--- src/hw/eit_pkg.sv ---
/*
 * Constants shared by the eight-bit interval timer: register addresses,
 * reset values, field positions and count clock division codes.
 * Assumes an 8-bit special function register port with a 16-bit address.
 */
package eit_pkg;

   // ---------------------------------------------------------------
   // register addresses
   // ---------------------------------------------------------------
   localparam logic [15:0] EIT_ADDR_CLOCK_SELECT = 16'hFF73;
   localparam logic [15:0] EIT_ADDR_MODE_CONTROL = 16'hFF76;
   localparam logic [15:0] EIT_ADDR_COUNT_VALUE  = 16'hFF6C;
   localparam logic [15:0] EIT_ADDR_MATCH_VALUE  = 16'hFF6D;

   // ---------------------------------------------------------------
   // reset values and fields
   // ---------------------------------------------------------------
   localparam logic [7:0]  EIT_CLOCK_SELECT_RST = 8'h00;
   localparam logic [7:0]  EIT_MODE_CONTROL_RST = 8'h04;
   localparam logic [7:0]  EIT_COUNT_RST        = 8'h00;
   localparam logic [7:0]  EIT_MATCH_RST        = 8'h00;
   localparam logic [7:0]  EIT_READ_IDLE        = 8'h00;
   localparam logic [7:0]  EIT_COUNT_ONE        = 8'h01;
   localparam int          EIT_RUN_BIT          = 7;
   localparam int          EIT_SEL_MSB          = 2;

   // ---------------------------------------------------------------
   // prescaler: main oscillator is the system clock
   // ---------------------------------------------------------------
   localparam int          EIT_PRE_W            = 11;
   localparam logic [10:0] EIT_PRE_ONE          = 11'h001;
   localparam logic [10:0] EIT_PRE_ZERO         = 11'h000;
   localparam logic [10:0] EIT_MASK_DIV8        = 11'h007;
   localparam logic [10:0] EIT_MASK_DIV16       = 11'h00F;
   localparam logic [10:0] EIT_MASK_DIV32       = 11'h01F;
   localparam logic [10:0] EIT_MASK_DIV128      = 11'h07F;
   localparam logic [10:0] EIT_MASK_DIV512      = 11'h1FF;
   localparam logic [10:0] EIT_MASK_DIV2048     = 11'h7FF;

   typedef enum logic [2:0] {
      EIT_SEL_BAD0    = 3'h0,
      EIT_SEL_BAD1    = 3'h1,
      EIT_SEL_DIV8    = 3'h2,
      EIT_SEL_DIV16   = 3'h3,
      EIT_SEL_DIV32   = 3'h4,
      EIT_SEL_DIV128  = 3'h5,
      EIT_SEL_DIV512  = 3'h6,
      EIT_SEL_DIV2048 = 3'h7
   } eit_sel_t;

endpackage : eit_pkg

--- src/hw/eit_prescaler.sv ---
/*
 * Free-running divider of the main oscillator and count clock selector.
 * Emits a one-cycle tick at each rising edge of the selected count clock.
 * Assumes clk_sys is the main oscillator; rst_b synchronous, active low.
 */
`timescale 1ns/100ps
module eit_prescaler
   import eit_pkg::*;
(
   input  wire logic       clk_sys,
   input  wire logic       rst_b,
   input  wire logic [2:0] clock_select,
   output logic            count_tick
);

   logic [EIT_PRE_W-1:0] pre_reg;
   logic [EIT_PRE_W-1:0] pre_next;
   logic                 tick_reg;
   logic                 tick_next;
   logic [EIT_PRE_W-1:0] mask;

   // ---------------------------------------------------------------
   // divider and selection
   // ---------------------------------------------------------------
   always_comb begin
      pre_next = pre_reg + EIT_PRE_ONE;
      unique case (eit_sel_t'(clock_select))
         EIT_SEL_DIV8    : mask = EIT_MASK_DIV8;
         EIT_SEL_DIV16   : mask = EIT_MASK_DIV16;
         EIT_SEL_DIV32   : mask = EIT_MASK_DIV32;
         EIT_SEL_DIV128  : mask = EIT_MASK_DIV128;
         EIT_SEL_DIV512  : mask = EIT_MASK_DIV512;
         EIT_SEL_DIV2048 : mask = EIT_MASK_DIV2048;
         EIT_SEL_BAD0,
         EIT_SEL_BAD1    : mask = EIT_PRE_ZERO;
      endcase
      // prohibited codes give no count clock at all
      tick_next = (mask != EIT_PRE_ZERO) && ((pre_reg & mask) == mask);
   end

   always_ff @(posedge clk_sys) begin
      if (!rst_b) begin
         pre_reg  <= EIT_PRE_ZERO;
         tick_reg <= 1'b0;
      end else begin
         pre_reg  <= pre_next;
         tick_reg <= tick_next;
      end
   end

   assign count_tick = tick_reg;

endmodule : eit_prescaler

--- src/hw/eit_timer.sv ---
/*
 * Eight-bit interval timer: count clock select, mode control with run bit,
 * read-only interval counter and match value with periodic match request.
 * Assumes a single-cycle special function register port synchronous to
 * clk_sys (10 MHz main oscillator), byte writes and single-bit writes.
 */
`timescale 1ns/100ps
module eit_timer
   import eit_pkg::*;
(
   input  wire logic        clk_sys,
   input  wire logic        rst_b,
   input  wire logic [15:0] sfr_addr,
   input  wire logic        sfr_wr,
   input  wire logic [7:0]  sfr_wdata,
   input  wire logic        sfr_bit_wr,
   input  wire logic [2:0]  sfr_bit_sel,
   input  wire logic        sfr_bit_val,
   input  wire logic        sfr_rd,
   output logic [7:0]       sfr_rdata,
   output logic             match_irq
);

   logic [7:0] clock_select_reg;
   logic [7:0] clock_select_next;
   logic [7:0] mode_control_reg;
   logic [7:0] mode_control_next;
   logic [7:0] match_value_reg;
   logic [7:0] match_value_next;
   logic [7:0] interval_counter_reg;
   logic [7:0] interval_counter_next;
   logic       pend_tick_reg;
   logic       pend_tick_next;
   logic       match_irq_reg;
   logic       match_irq_next;
   logic [7:0] rdata_reg;
   logic [7:0] rdata_next;
   logic       count_tick;
   logic       tick_eff;
   logic       count_run_bit;
   logic       rd_counter;
   logic       wr_clock_select;
   logic       wr_mode_control;
   logic       wr_match_value;
   logic       bit_wr_mode;
   logic [7:0] mode_bit_sel;
   logic       match_hit;

   // ---------------------------------------------------------------
   // count clock source
   // ---------------------------------------------------------------
   eit_prescaler u_prescaler (
      .clk_sys      (clk_sys),
      .rst_b        (rst_b),
      .clock_select (clock_select_reg[EIT_SEL_MSB:0]),
      .count_tick   (count_tick)
   );

   // ---------------------------------------------------------------
   // register decode
   // ---------------------------------------------------------------
   assign wr_clock_select = sfr_wr && sfr_addr == EIT_ADDR_CLOCK_SELECT;
   assign wr_mode_control = sfr_wr && sfr_addr == EIT_ADDR_MODE_CONTROL;
   assign wr_match_value  = sfr_wr && sfr_addr == EIT_ADDR_MATCH_VALUE;
   // byte write wins over a bit write in the same cycle
   assign bit_wr_mode     = sfr_bit_wr && !sfr_wr && sfr_addr == EIT_ADDR_MODE_CONTROL;
   assign rd_counter      = sfr_rd && sfr_addr == EIT_ADDR_COUNT_VALUE;

   // one-hot target of a single-bit write to mode control
   for (genvar i = 0; i < $bits(mode_control_reg); i++) begin : g_mode_bit
      assign mode_bit_sel[i] = bit_wr_mode && (sfr_bit_sel == 3'(i));
   end

   // ---------------------------------------------------------------
   // register writes
   // ---------------------------------------------------------------
   always_comb begin
      clock_select_next = clock_select_reg;
      mode_control_next = mode_control_reg;
      match_value_next  = match_value_reg;
      if (wr_clock_select) begin
         clock_select_next = sfr_wdata;
      end
      if (wr_mode_control) begin
         mode_control_next = sfr_wdata;
      end else begin
         mode_control_next = (mode_control_reg & ~mode_bit_sel) | ({8{sfr_bit_val}} & mode_bit_sel);
      end
      if (wr_match_value) begin
         match_value_next = sfr_wdata;
      end
   end

   always_ff @(posedge clk_sys) begin
      if (!rst_b) begin
         clock_select_reg <= EIT_CLOCK_SELECT_RST;
         mode_control_reg <= EIT_MODE_CONTROL_RST;
         match_value_reg  <= EIT_MATCH_RST;
      end else begin
         clock_select_reg <= clock_select_next;
         mode_control_reg <= mode_control_next;
         match_value_reg  <= match_value_next;
      end
   end

   // run bit acts at its own write edge, so a stop zeroes at once
   assign count_run_bit = mode_control_next[EIT_RUN_BIT];
   assign match_hit     = interval_counter_reg == match_value_reg;

   // ---------------------------------------------------------------
   // counter, read hold-off and match request
   // ---------------------------------------------------------------
   always_comb begin
      // a tick during a counter read is deferred, not lost
      tick_eff              = (count_tick || pend_tick_reg) && !rd_counter;
      // a fresh tick meeting a deferred one stays pending
      pend_tick_next        = rd_counter ? (count_tick || pend_tick_reg) : (count_tick && pend_tick_reg);
      interval_counter_next = interval_counter_reg;
      match_irq_next        = 1'b0;
      if (!count_run_bit) begin
         interval_counter_next = EIT_COUNT_RST;
         pend_tick_next        = 1'b0;
      end else if (tick_eff) begin
         // prescaler free-runs, so the first tick after start may be early
         if (match_hit) begin
            interval_counter_next = EIT_COUNT_RST;
            match_irq_next        = 1'b1;
         end else begin
            // wraps through ff to zero when match lies below
            interval_counter_next = interval_counter_reg + EIT_COUNT_ONE;
         end
      end
   end

   always_ff @(posedge clk_sys) begin
      if (!rst_b) begin
         interval_counter_reg <= EIT_COUNT_RST;
         pend_tick_reg        <= 1'b0;
         match_irq_reg        <= 1'b0;
      end else begin
         interval_counter_reg <= interval_counter_next;
         pend_tick_reg        <= pend_tick_next;
         match_irq_reg        <= match_irq_next;
      end
   end

   // ---------------------------------------------------------------
   // read data
   // ---------------------------------------------------------------
   always_comb begin
      rdata_next = EIT_READ_IDLE;
      if (sfr_rd) begin
         unique case (sfr_addr)
            EIT_ADDR_CLOCK_SELECT : rdata_next = clock_select_reg;
            EIT_ADDR_MODE_CONTROL : rdata_next = mode_control_reg;
            EIT_ADDR_COUNT_VALUE  : rdata_next = interval_counter_reg;
            EIT_ADDR_MATCH_VALUE  : rdata_next = match_value_reg;
            default               : rdata_next = EIT_READ_IDLE;
         endcase
      end
   end

   always_ff @(posedge clk_sys) begin
      if (!rst_b) begin
         rdata_reg <= EIT_READ_IDLE;
      end else begin
         rdata_reg <= rdata_next;
      end
   end

   assign sfr_rdata = rdata_reg;
   assign match_irq = match_irq_reg;

endmodule : eit_timer

--- config.mk ---
export PLATFORM = sky130hd
export DESIGN_NAME = eit_timer
export DESIGN_NICKNAME = d
export VERILOG_FILES = /design/src/hw/eit_pkg.sv /design/src/hw/eit_prescaler.sv /design/src/hw/eit_timer.sv
export SDC_FILE = /design/constraint.sdc
export NUM_CORES = 1
export LEC_CHECK = 0
export ABC_CLOCK_PERIOD_IN_PS = 2050
export BUFFER_PORTS_ARGS = -buffer_cell sky130_fd_sc_hd__buf_2
export CORE_ASPECT_RATIO = 1.1
export CORE_MARGIN = 3
export CORE_UTILIZATION = 55
export CTS_BUF_LIST = sky130_fd_sc_hd__clkbuf_4 sky130_fd_sc_hd__clkbuf_8
export CTS_CLUSTER_SIZE = 10
export DETAILED_ROUTE_END_ITERATION = 10
export HOLD_SLACK_MARGIN = 0.06
export PLACE_DENSITY = 0.77
export SYNTH_ARGS = -nofsm -noshare
export SYNTH_HDL_FRONTEND = slang
export SYNTH_SLANG_ARGS = --single-unit
--- constraint.sdc ---
create_clock -name clk_sys -period 2.05 [get_ports clk_sys]
set_clock_uncertainty 0.1 [all_clocks]
set_input_delay 0.1025 -clock clk_sys [delete_from_list [all_inputs] [get_ports clk_sys]]
set_output_delay 0.1025 -clock clk_sys [all_outputs]
set_load 0.02 [all_outputs]
==> results.cfg, run 1 <==
[power_and_ir_drop]
power.share.clock = 0.485
internal-power_mw = 1.984
total_power_mw = 2.545
vdd_drop_max_v = 0.0005295
comb_power_share = 0.054
pwr-share-seq = 0.461
p_per_area_nw_per_um2 = 715.4
leakagePower_nw = 1.467
netSwitchingPower_mw = 0.5605
switching_share = 0.2203

[floorplan]
boundaryPins = 42
die_area_um2 = 6204
std_cell_rows = 27
dieHeight_um = 82.31
die_w_um = 75.37
start_util = 0.5746
core_um2 = 5067

[synthesis]
yosysWarnings = 0
ys_seq_area_frac = 0.4125
synth_nets = 360
yosys_register_bits = 60
synth-edff-count = 0
syn_area_per_cell_um2 = 8.959
yosysTopAreaCell = dfxtp_1
syn_inst = 325
synthTopCellsByArea = dfxtp_1 (41%), mux2i_1 (5.5%), nor2_1 (5.4%)
ys_async_sr_fraction = 0
synth.top_cell.area_share = 0.4125
yosysUniqueCellTypes = 51
synth_area_um2 = 2912
synth-main-ff-cell = dfxtp_1
synth_common_cells = dfxtp_1 (60), nor2_1 (42), nand2_1 (27), a21oi_1 (26), mux2i_1 (16)
synthMostInstantiatedCell = dfxtp_1

[timing]
slew_viol_final = 0
tightest_slew_ns = 0.9519
hold_viol = 0
rsz0062_at_grt = no
post-route-min-period_ns = 1.805
fin_tns_setup_ns = 0
finalSetupViolations = 0
fin_crit_sh = 0.8804
whs_ns = 0.08483
max_slew_margin = 0.3554
fmax_mhz = 554.1
layout_setup_ws_ns = 0.2451

[drt]
vias = 2635
wirelength_um = 6992
avgViaCountPerCell = 5.856
wl_per_cell_um = 15.54
drt_iter0_drc = 262
first_pass_iters = 5
drc_errors = 0
drt.antenna.violating_nets = 0

[clocking]
postCtsSetupBuffers = 0
cts_root_buffer = clkbuf_8
cts_buffer_depth = 2
clock-sinks = 60
clk_pin_slew_ns = 0.07
cts_tree = done
numCtsBuffers = 9
clock_latency_ns = 0.34
cts-htree-levels = 3

[critical_path]
slowest_stage = a2111oi_0
cp_max_fo = 6
r2r_slack_ns = 0.25
reg2reg_from = interval_counter_reg[0]
critPathMaxStageDelay_ns = 0.53
start_kind = register
cp_data_required_time_ns = 2.16
r2r_cells = 5
worstSetupPathType = register to register
arrival_ns = 1.92
crit_chain = and3_1, nand3_1, a2111oi_0, xnor2_1, nor3_2
endpoint_kind = register
rr_endpoint = interval_counter_reg[7]

[placed_design]
hpwl_um = 4998
gp_congestion = 0.8370
dp_slack_ns = 0.1863
io_buffers = 41
dp.cells = 423
post_dp_cell_area_um2 = 3213

[final_layout]
multi_input_area_um2 = 1603
n_antenna_cell = 0
utilization = 0.7020
nFillCells = 390
ff_latch_area_um2 = 1201
syn2layout_area_growth_pct = 22.17
drive_above_1_share = 0.2245
layout.nets = 422
fin_area_um2 = 3557
final_cells = 450

[worst_hold_path]
hold_depth = 3
hp-class = primary input to register
min_from = sfr_wr
holdPathEnd = u_prescaler.mask[6]

[global_route]
grt_usage = 0.2546
grt_pass1_wl_um = 11850
grt_pass1_vias = 2522
grt_max_degree = 16
antenna_found_initial = 0
grt_overflow = 0

[run_status]
status = finished clean

[flow_run]
drv_cap = 0
[area by class of cell]
cell class	count	share of cell area
clock buffers	11	0.04256
inverters	7	0.007387
repair buffers	66	0.1182
well taps	58	0.02040
multi-input cells	243	0.4506
flip-flops and latches	60	0.3377
clock inverters	5	0.02321
[per-layer routing]
| metal | vias to the layer above | wire length, µm | GRT usage |
|---|---|---|---|
| li1 | 1314 | - | - |
| met1 | 1250 | 3160 | 0.3223 |
| met2 | 58 | 3399 | 0.4085 |
| met3 | 13 | 278 | 0.05085 |
| met4 | 0 | 153 | 0.1276 |
| met5 | - | 0 | 0 |
[worst max-delay path by stage]
stage / start / end / slack [ns]
finish: interval_counter_reg[0] / interval_counter_reg[7] / 0.25
global route: interval_counter_reg[0] / interval_counter_reg[7] / 0.05
CTS: interval_counter_reg[0] / interval_counter_reg[7] / 0.26
detailed placement: sfr_addr[7] / interval_counter_reg[5] / 0.19
global placement: sfr_addr[10] / sfr_rdata[3] / 0.21
floorplan: interval_counter_reg[1] / interval_counter_reg[5] / 0.33
[power by group through the flow]
stage / logic, mW / registers [mW] / clock network, mW
5_1_grt: 0.150 / 1.17 / 1.30
3_3_place_gp: 0.118 / 1.20 / 0
2_1_floorplan: 0.0627 / 1.20 / 0
4_1_cts: 0.134 / 1.17 / 1.25
3_5_place_dp: 0.120 / 1.20 / 0
6_report: 0.136 / 1.17 / 1.23
[worst max-delay path: cells and delay by family (launching register included)]
family / cells / cell delay (ns)
AO/OA/AOI/OAI: 1 / 0.53
XOR/XNOR: 1 / 0.20
flip-flops: 1 / 0.43
AND/OR/NAND/NOR: 3 / 0.42
[logic make-up (layout without fill, tap and decap cells)]
logic type               count (synthesis)  after routing  share of synthesized area
AND/OR/NAND/NOR                        133            133                     0.2467
AO/OA/AOI/OAI                           68             68                     0.1612
flip-flops                              60             60                     0.4125
multiplexers                            24             24                    0.08595
buffers and inverters                   22             89                    0.03696
XOR/XNOR                                16             16                    0.04813
adder cells (fa/ha/maj)                  2              2                   0.008593
[cell usage in the layout (no fill, tap or decap), drive strengths merged, types with 5 or more instances in the layout]
master / netlist / final
dlygate4sd3: 0 / 11
mux2: 8 / 8
o21ai: 11 / 11
a211oi: 5 / 5
dfxtp: 60 / 60
nor3: 13 / 13
xor2: 12 / 12
mux2i: 16 / 16
nand4: 7 / 7
clkbuf: 7 / 11
inv: 5 / 6
nor2: 42 / 42
nand3: 15 / 15
a222oi: 9 / 9
and3: 6 / 6
a21oi: 26 / 26
nand2: 27 / 27
buf: 8 / 55
[what timing repair did]
action	CTS	global route
endpoints found under the hold margin	28	0
hold buffers	11	0
resized for setup	0	0
setup endpoints to repair	0	0
(Power assumes the default switching activity.)
==> inputs of run 2 (changes only) <==
CORE_UTILIZATION = 45   (was 55)
PLACE_DENSITY = 0.65   (was 0.77)
SKIP_LAST_GASP = 1   (was unset)
==> results.cfg, run 2 (synthesis results as in run 1) <==
[final_layout]
syn2layout_area_growth_pct = 20.97
nFillCells = 594
drive_above_1_share = 0.2231
layout_commonest_cell = dfxtp_1
final_cell_mix = dfxtp_1 (60), nor2_1 (42), buf_2 (41)
n_antenna_cell = 0
layout.nets = 420

[drt]
drt.antenna.violating_nets = 0
vias = 2625
drc_errors = 0
wl_per_cell_um = 14.97
drt_iter0_drc = 129
first_pass_iters = 7
wirelength_um = 7035
avgViaCountPerCell = 5.585

[timing]
whs_ns = 0.08064
hold_viol = 0
slew_viol_final = 0
rsz0062_at_grt = no
fmax_mhz = 544.0
fin_tns_setup_ns = 0
finalSetupViolations = 0
fin_crit_sh = 0.8967
max_slew_margin = 0.3169
post-route-min-period_ns = 1.838
tightest_slew_ns = 1.009

[clocking]
cts_resized = 0
hold_buffers = 10
cts_buffer_depth = 2
cts_tree = done
clk_pin_slew_ns = 0.07
numCtsBuffers = 9
postCtsSetupBuffers = 0
cts_root_buffer = clkbuf_8
cts-htree-levels = 3
clock_latency_ns = 0.34
clock-sinks = 60

[power_and_ir_drop]
p_per_area_nw_per_um2 = 640.4
vdd_drop_max_v = 0.0003838
leakagePower_nw = 1.438

[critical_path]
worstSetupPathType = register to register
cp_data_required_time_ns = 2.17
cp_max_fo = 6
arrival_ns = 1.96
r2r_cells = 5
endpoint_kind = register
start_kind = register

[worst_hold_path]
hp-class = primary input to register
hold_depth = 3

[floorplan]
start_util = 0.4673
core_um2 = 6231
dieHeight_um = 90.36
die_w_um = 82.70
std_cell_rows = 30
boundaryPins = 42
die_area_um2 = 7472

[placed_design]
hpwl_um = 5137
gp_congestion = 0.8073
io_buffers = 41

[global_route]
grt_pass1_vias = 2450
grt_pass1_wl_um = 11790
grt_overflow = 0
grt_usage = 0.2046
grt_max_degree = 37
antenna_found_initial = 0

[flow_run]
drv_cap = 0

[run_status]
status = finished clean
run 2: cell count changes in the layout (fill, tap and decap cells not counted):
| cell | delta |
|---|---|
| dlygate4sd3_1 | -1 |
| buf_4 | -2 |
| clkinvlp_4 | +1 |
| buf_12 | +1 |
| clkinv_2 | +1 |
| bufinv_16 | -2 |
| clkbuf_8 | -2 |
| clkinv_4 | +2 |
run 2: final timing paths:
kind	start	end	slack (ns)
setup / recovery	interval_counter_reg[0]	interval_counter_reg[7]	0.21
hold / removal	sfr_wr	register	0.08
setup reg to reg	interval_counter_reg[0]	interval_counter_reg[7]	0.21
hold reg to reg	u_prescaler.pre_reg[0]	u_prescaler.pre_reg[0]	0.35
run 2: critical path, stage by stage (launching register included):
cell and delay [ns]:
dfxtp_1 0.44, and3_1 0.25, nand3_1 0.11, a2111oi_0 0.55, xnor2_1 0.20, nor3_2 0.06
run 2: routing by layer:
layer,track usage,vias to the layer above,part of all wire
li1,-,1309,-
met1,0.2687,1248,0.43
met2,0.3235,58,0.51
met3,0.03892,10,0.040
met4,0.08583,0,0.019
met5,0,-,0
run 2: cell type report:
type                            instances  area (µm²)  share of cell area
Tap cell                               80       100.1             0.02842
Inverter                                7       26.28            0.007460
Clock inverter                          7       52.55             0.01492
Multi-Input combinational cell        243        1603              0.4551
Clock buffer                            9       123.9             0.03517
Sequential cell                        60        1201              0.3410
Timing Repair Buffer                   64       415.4              0.1179
run 2: report_power, final:
part | leakage (nW) | internal [mW] | switching (mW)
Clock | 0.0896 | 0.443 | 0.503
Sequential | 0.484 | 1.17 | 0.00377
Combinational | 0.865 | 0.0582 | 0.0780
Total | 1.44 | 1.67 | 0.585
run 2: through the flow:
| stage | setup slack (ns) | util | area (µm²) | std cells | total power [mW] |
|---|---|---|---|---|---|
| 2_1_floorplan | 0.3284 | - | 2912 | 325 | 1.263 |
| 5_1_grt | 0.03330 | 0.5653 | 3522 | 470 | 2.333 |
| 3_3_place_gp | 0.1897 | 0.5209 | 3246 | 444 | 1.320 |
| 3_5_place_dp | 0.1504 | 0.5209 | 3246 | 444 | 1.323 |
| 6_report | 0.2117 | 0.5653 | 3522 | 470 | 2.256 |
| 4_1_cts | 0.2008 | 0.5653 | 3522 | 470 | 2.279 |
==> inputs of run 3 (changes only) <==
CORE_MARGIN = unset   (was 3)
==> results.cfg, run 3 (synthesis results as in run 1) <==
[run_status]
status = finished clean

[clocking]
hold_buffers = 12
cts_resized = 0
cts-htree-levels = 3
cts_buffer_depth = 2
clock-sinks = 60
clk_pin_slew_ns = 0.08
postCtsSetupBuffers = 0
cts_root_buffer = clkbuf_8
clock_latency_ns = 0.34
numCtsBuffers = 9
cts_tree = done

[drt]
wl_per_cell_um = 14.62
drt.antenna.violating_nets = 0
avgViaCountPerCell = 5.525
drc_errors = 0
vias = 2619
first_pass_iters = 4
drt_iter0_drc = 169
wirelength_um = 6931

[final_layout]
n_antenna_cell = 0
layout_commonest_cell = dfxtp_1
nFillCells = 604
syn2layout_area_growth_pct = 22.52
layout.nets = 424
final_cells = 474
drive_above_1_share = 0.2259
final_cell_mix = dfxtp_1 (60), nor2_1 (42), buf_2 (41)
fin_area_um2 = 3567

[timing]
layout_setup_ws_ns = 0.1853
tightest_slew_ns = 1.091
slew_viol_final = 0
max_slew_margin = 0.2612
hold_viol = 0
fmax_mhz = 536.3
rsz0062_at_grt = no
fin_crit_sh = 0.9096
post-route-min-period_ns = 1.865
fin_tns_setup_ns = 0
finalSetupViolations = 0

[flow_run]
drv_cap = 0

[critical_path]
cp_max_fo = 15
arrival_ns = 2.05
start_kind = primary input
endpoint_kind = register
worstSetupPathType = primary input to register
cp_data_required_time_ns = 2.24

[floorplan]
std_cell_rows = 30
dieHeight_um = 86.36
core_um2 = 6193
boundaryPins = 42
start_util = 0.4701
die_w_um = 78.70
die_area_um2 = 6796

[global_route]
grt_overflow = 0
grt_pass1_vias = 2509
grt_max_degree = 19
grt_pass1_wl_um = 11640
grt_usage = 0.2260
antenna_found_initial = 0

[placed_design]
dp_slack_ns = 0.09988
io_buffers = 41
hpwl_um = 5051
gp_congestion = 0.8497
dp.cells = 446
post_dp_cell_area_um2 = 3248

[power_and_ir_drop]
vdd_drop_max_v = 0.0003346
p_per_area_nw_per_um2 = 667.6
leakagePower_nw = 1.451

[worst_hold_path]
hp-class = primary input to register
==> run 3: cell count changes in the layout (fill, tap and decap cells not counted), sizes merged <==
cell         previous run  this run
clkinvlp                1         3
clkinv                  7         4
bufinv                  0         1
buf                    54        56
dlygate4sd3            10        12
==> run 3: metal layers <==
| metal | up-vias | wire [µm] | GRT usage |
|---|---|---|---|
| met1 | 1226 | 3144 | 0.2809 |
| met3 | 10 | 306 | 0.05263 |
| met2 | 67 | 3332 | 0.3723 |
| met4 | 0 | 148 | 0.09933 |
| met5 | - | 0 | 0 |
| li1 | 1316 | - | - |
==> run 3: layout make-up <==
class	instances	area, µm²	share of cell area
clock buffer	9	123.9	0.03472
clock inverter	7	75.07	0.02105
inverter	7	26.28	0.007366
multi-input combinational	243	1603	0.4493
sequential	60	1201	0.3367
tap	80	100.1	0.02806
timing repair buffer	68	437.9	0.1228
==> run 3: worst paths after layout <==
check / startpoint / end / slack [ns] / cells after the start
min reg2reg: pend_tick_reg / pend_tick_reg / 0.35 / 2
min: sfr_wr / u_prescaler.mask[6] / 0.10 / 3
max: rst_b / register / 0.19 / 5
max reg2reg: interval_counter_reg[0] / interval_counter_reg[7] / 0.26 / 5
==> run 3: power breakdown <==
group	switching (mW)	internal (mW)	leakage, nW
combinational	0.0804	0.0620	0.875
sequential	0.00406	1.17	0.484
clock	0.501	0.564	0.0918
total	0.586	1.80	1.45
==> run 3: metrics by stage <==
stage            util  hold WS, ns  total power, mW
2_1_floorplan       -       0.1464            1.263
3_3_place_gp   0.5244       0.2930            1.326
3_5_place_dp   0.5244       0.2983            1.328
4_1_cts        0.5760      0.07872            2.404
5_1_grt        0.5760       0.1192            2.485
6_report       0.5760       0.1014            2.382
==> run 3: worst max-delay path, stage by stage <==
cell and delay, ns:
dlygate4sd3_1 0.52, buf_2 0.11, clkinv_1 0.36, a311oi_1 0.36, dlygate4sd3_1 0.60
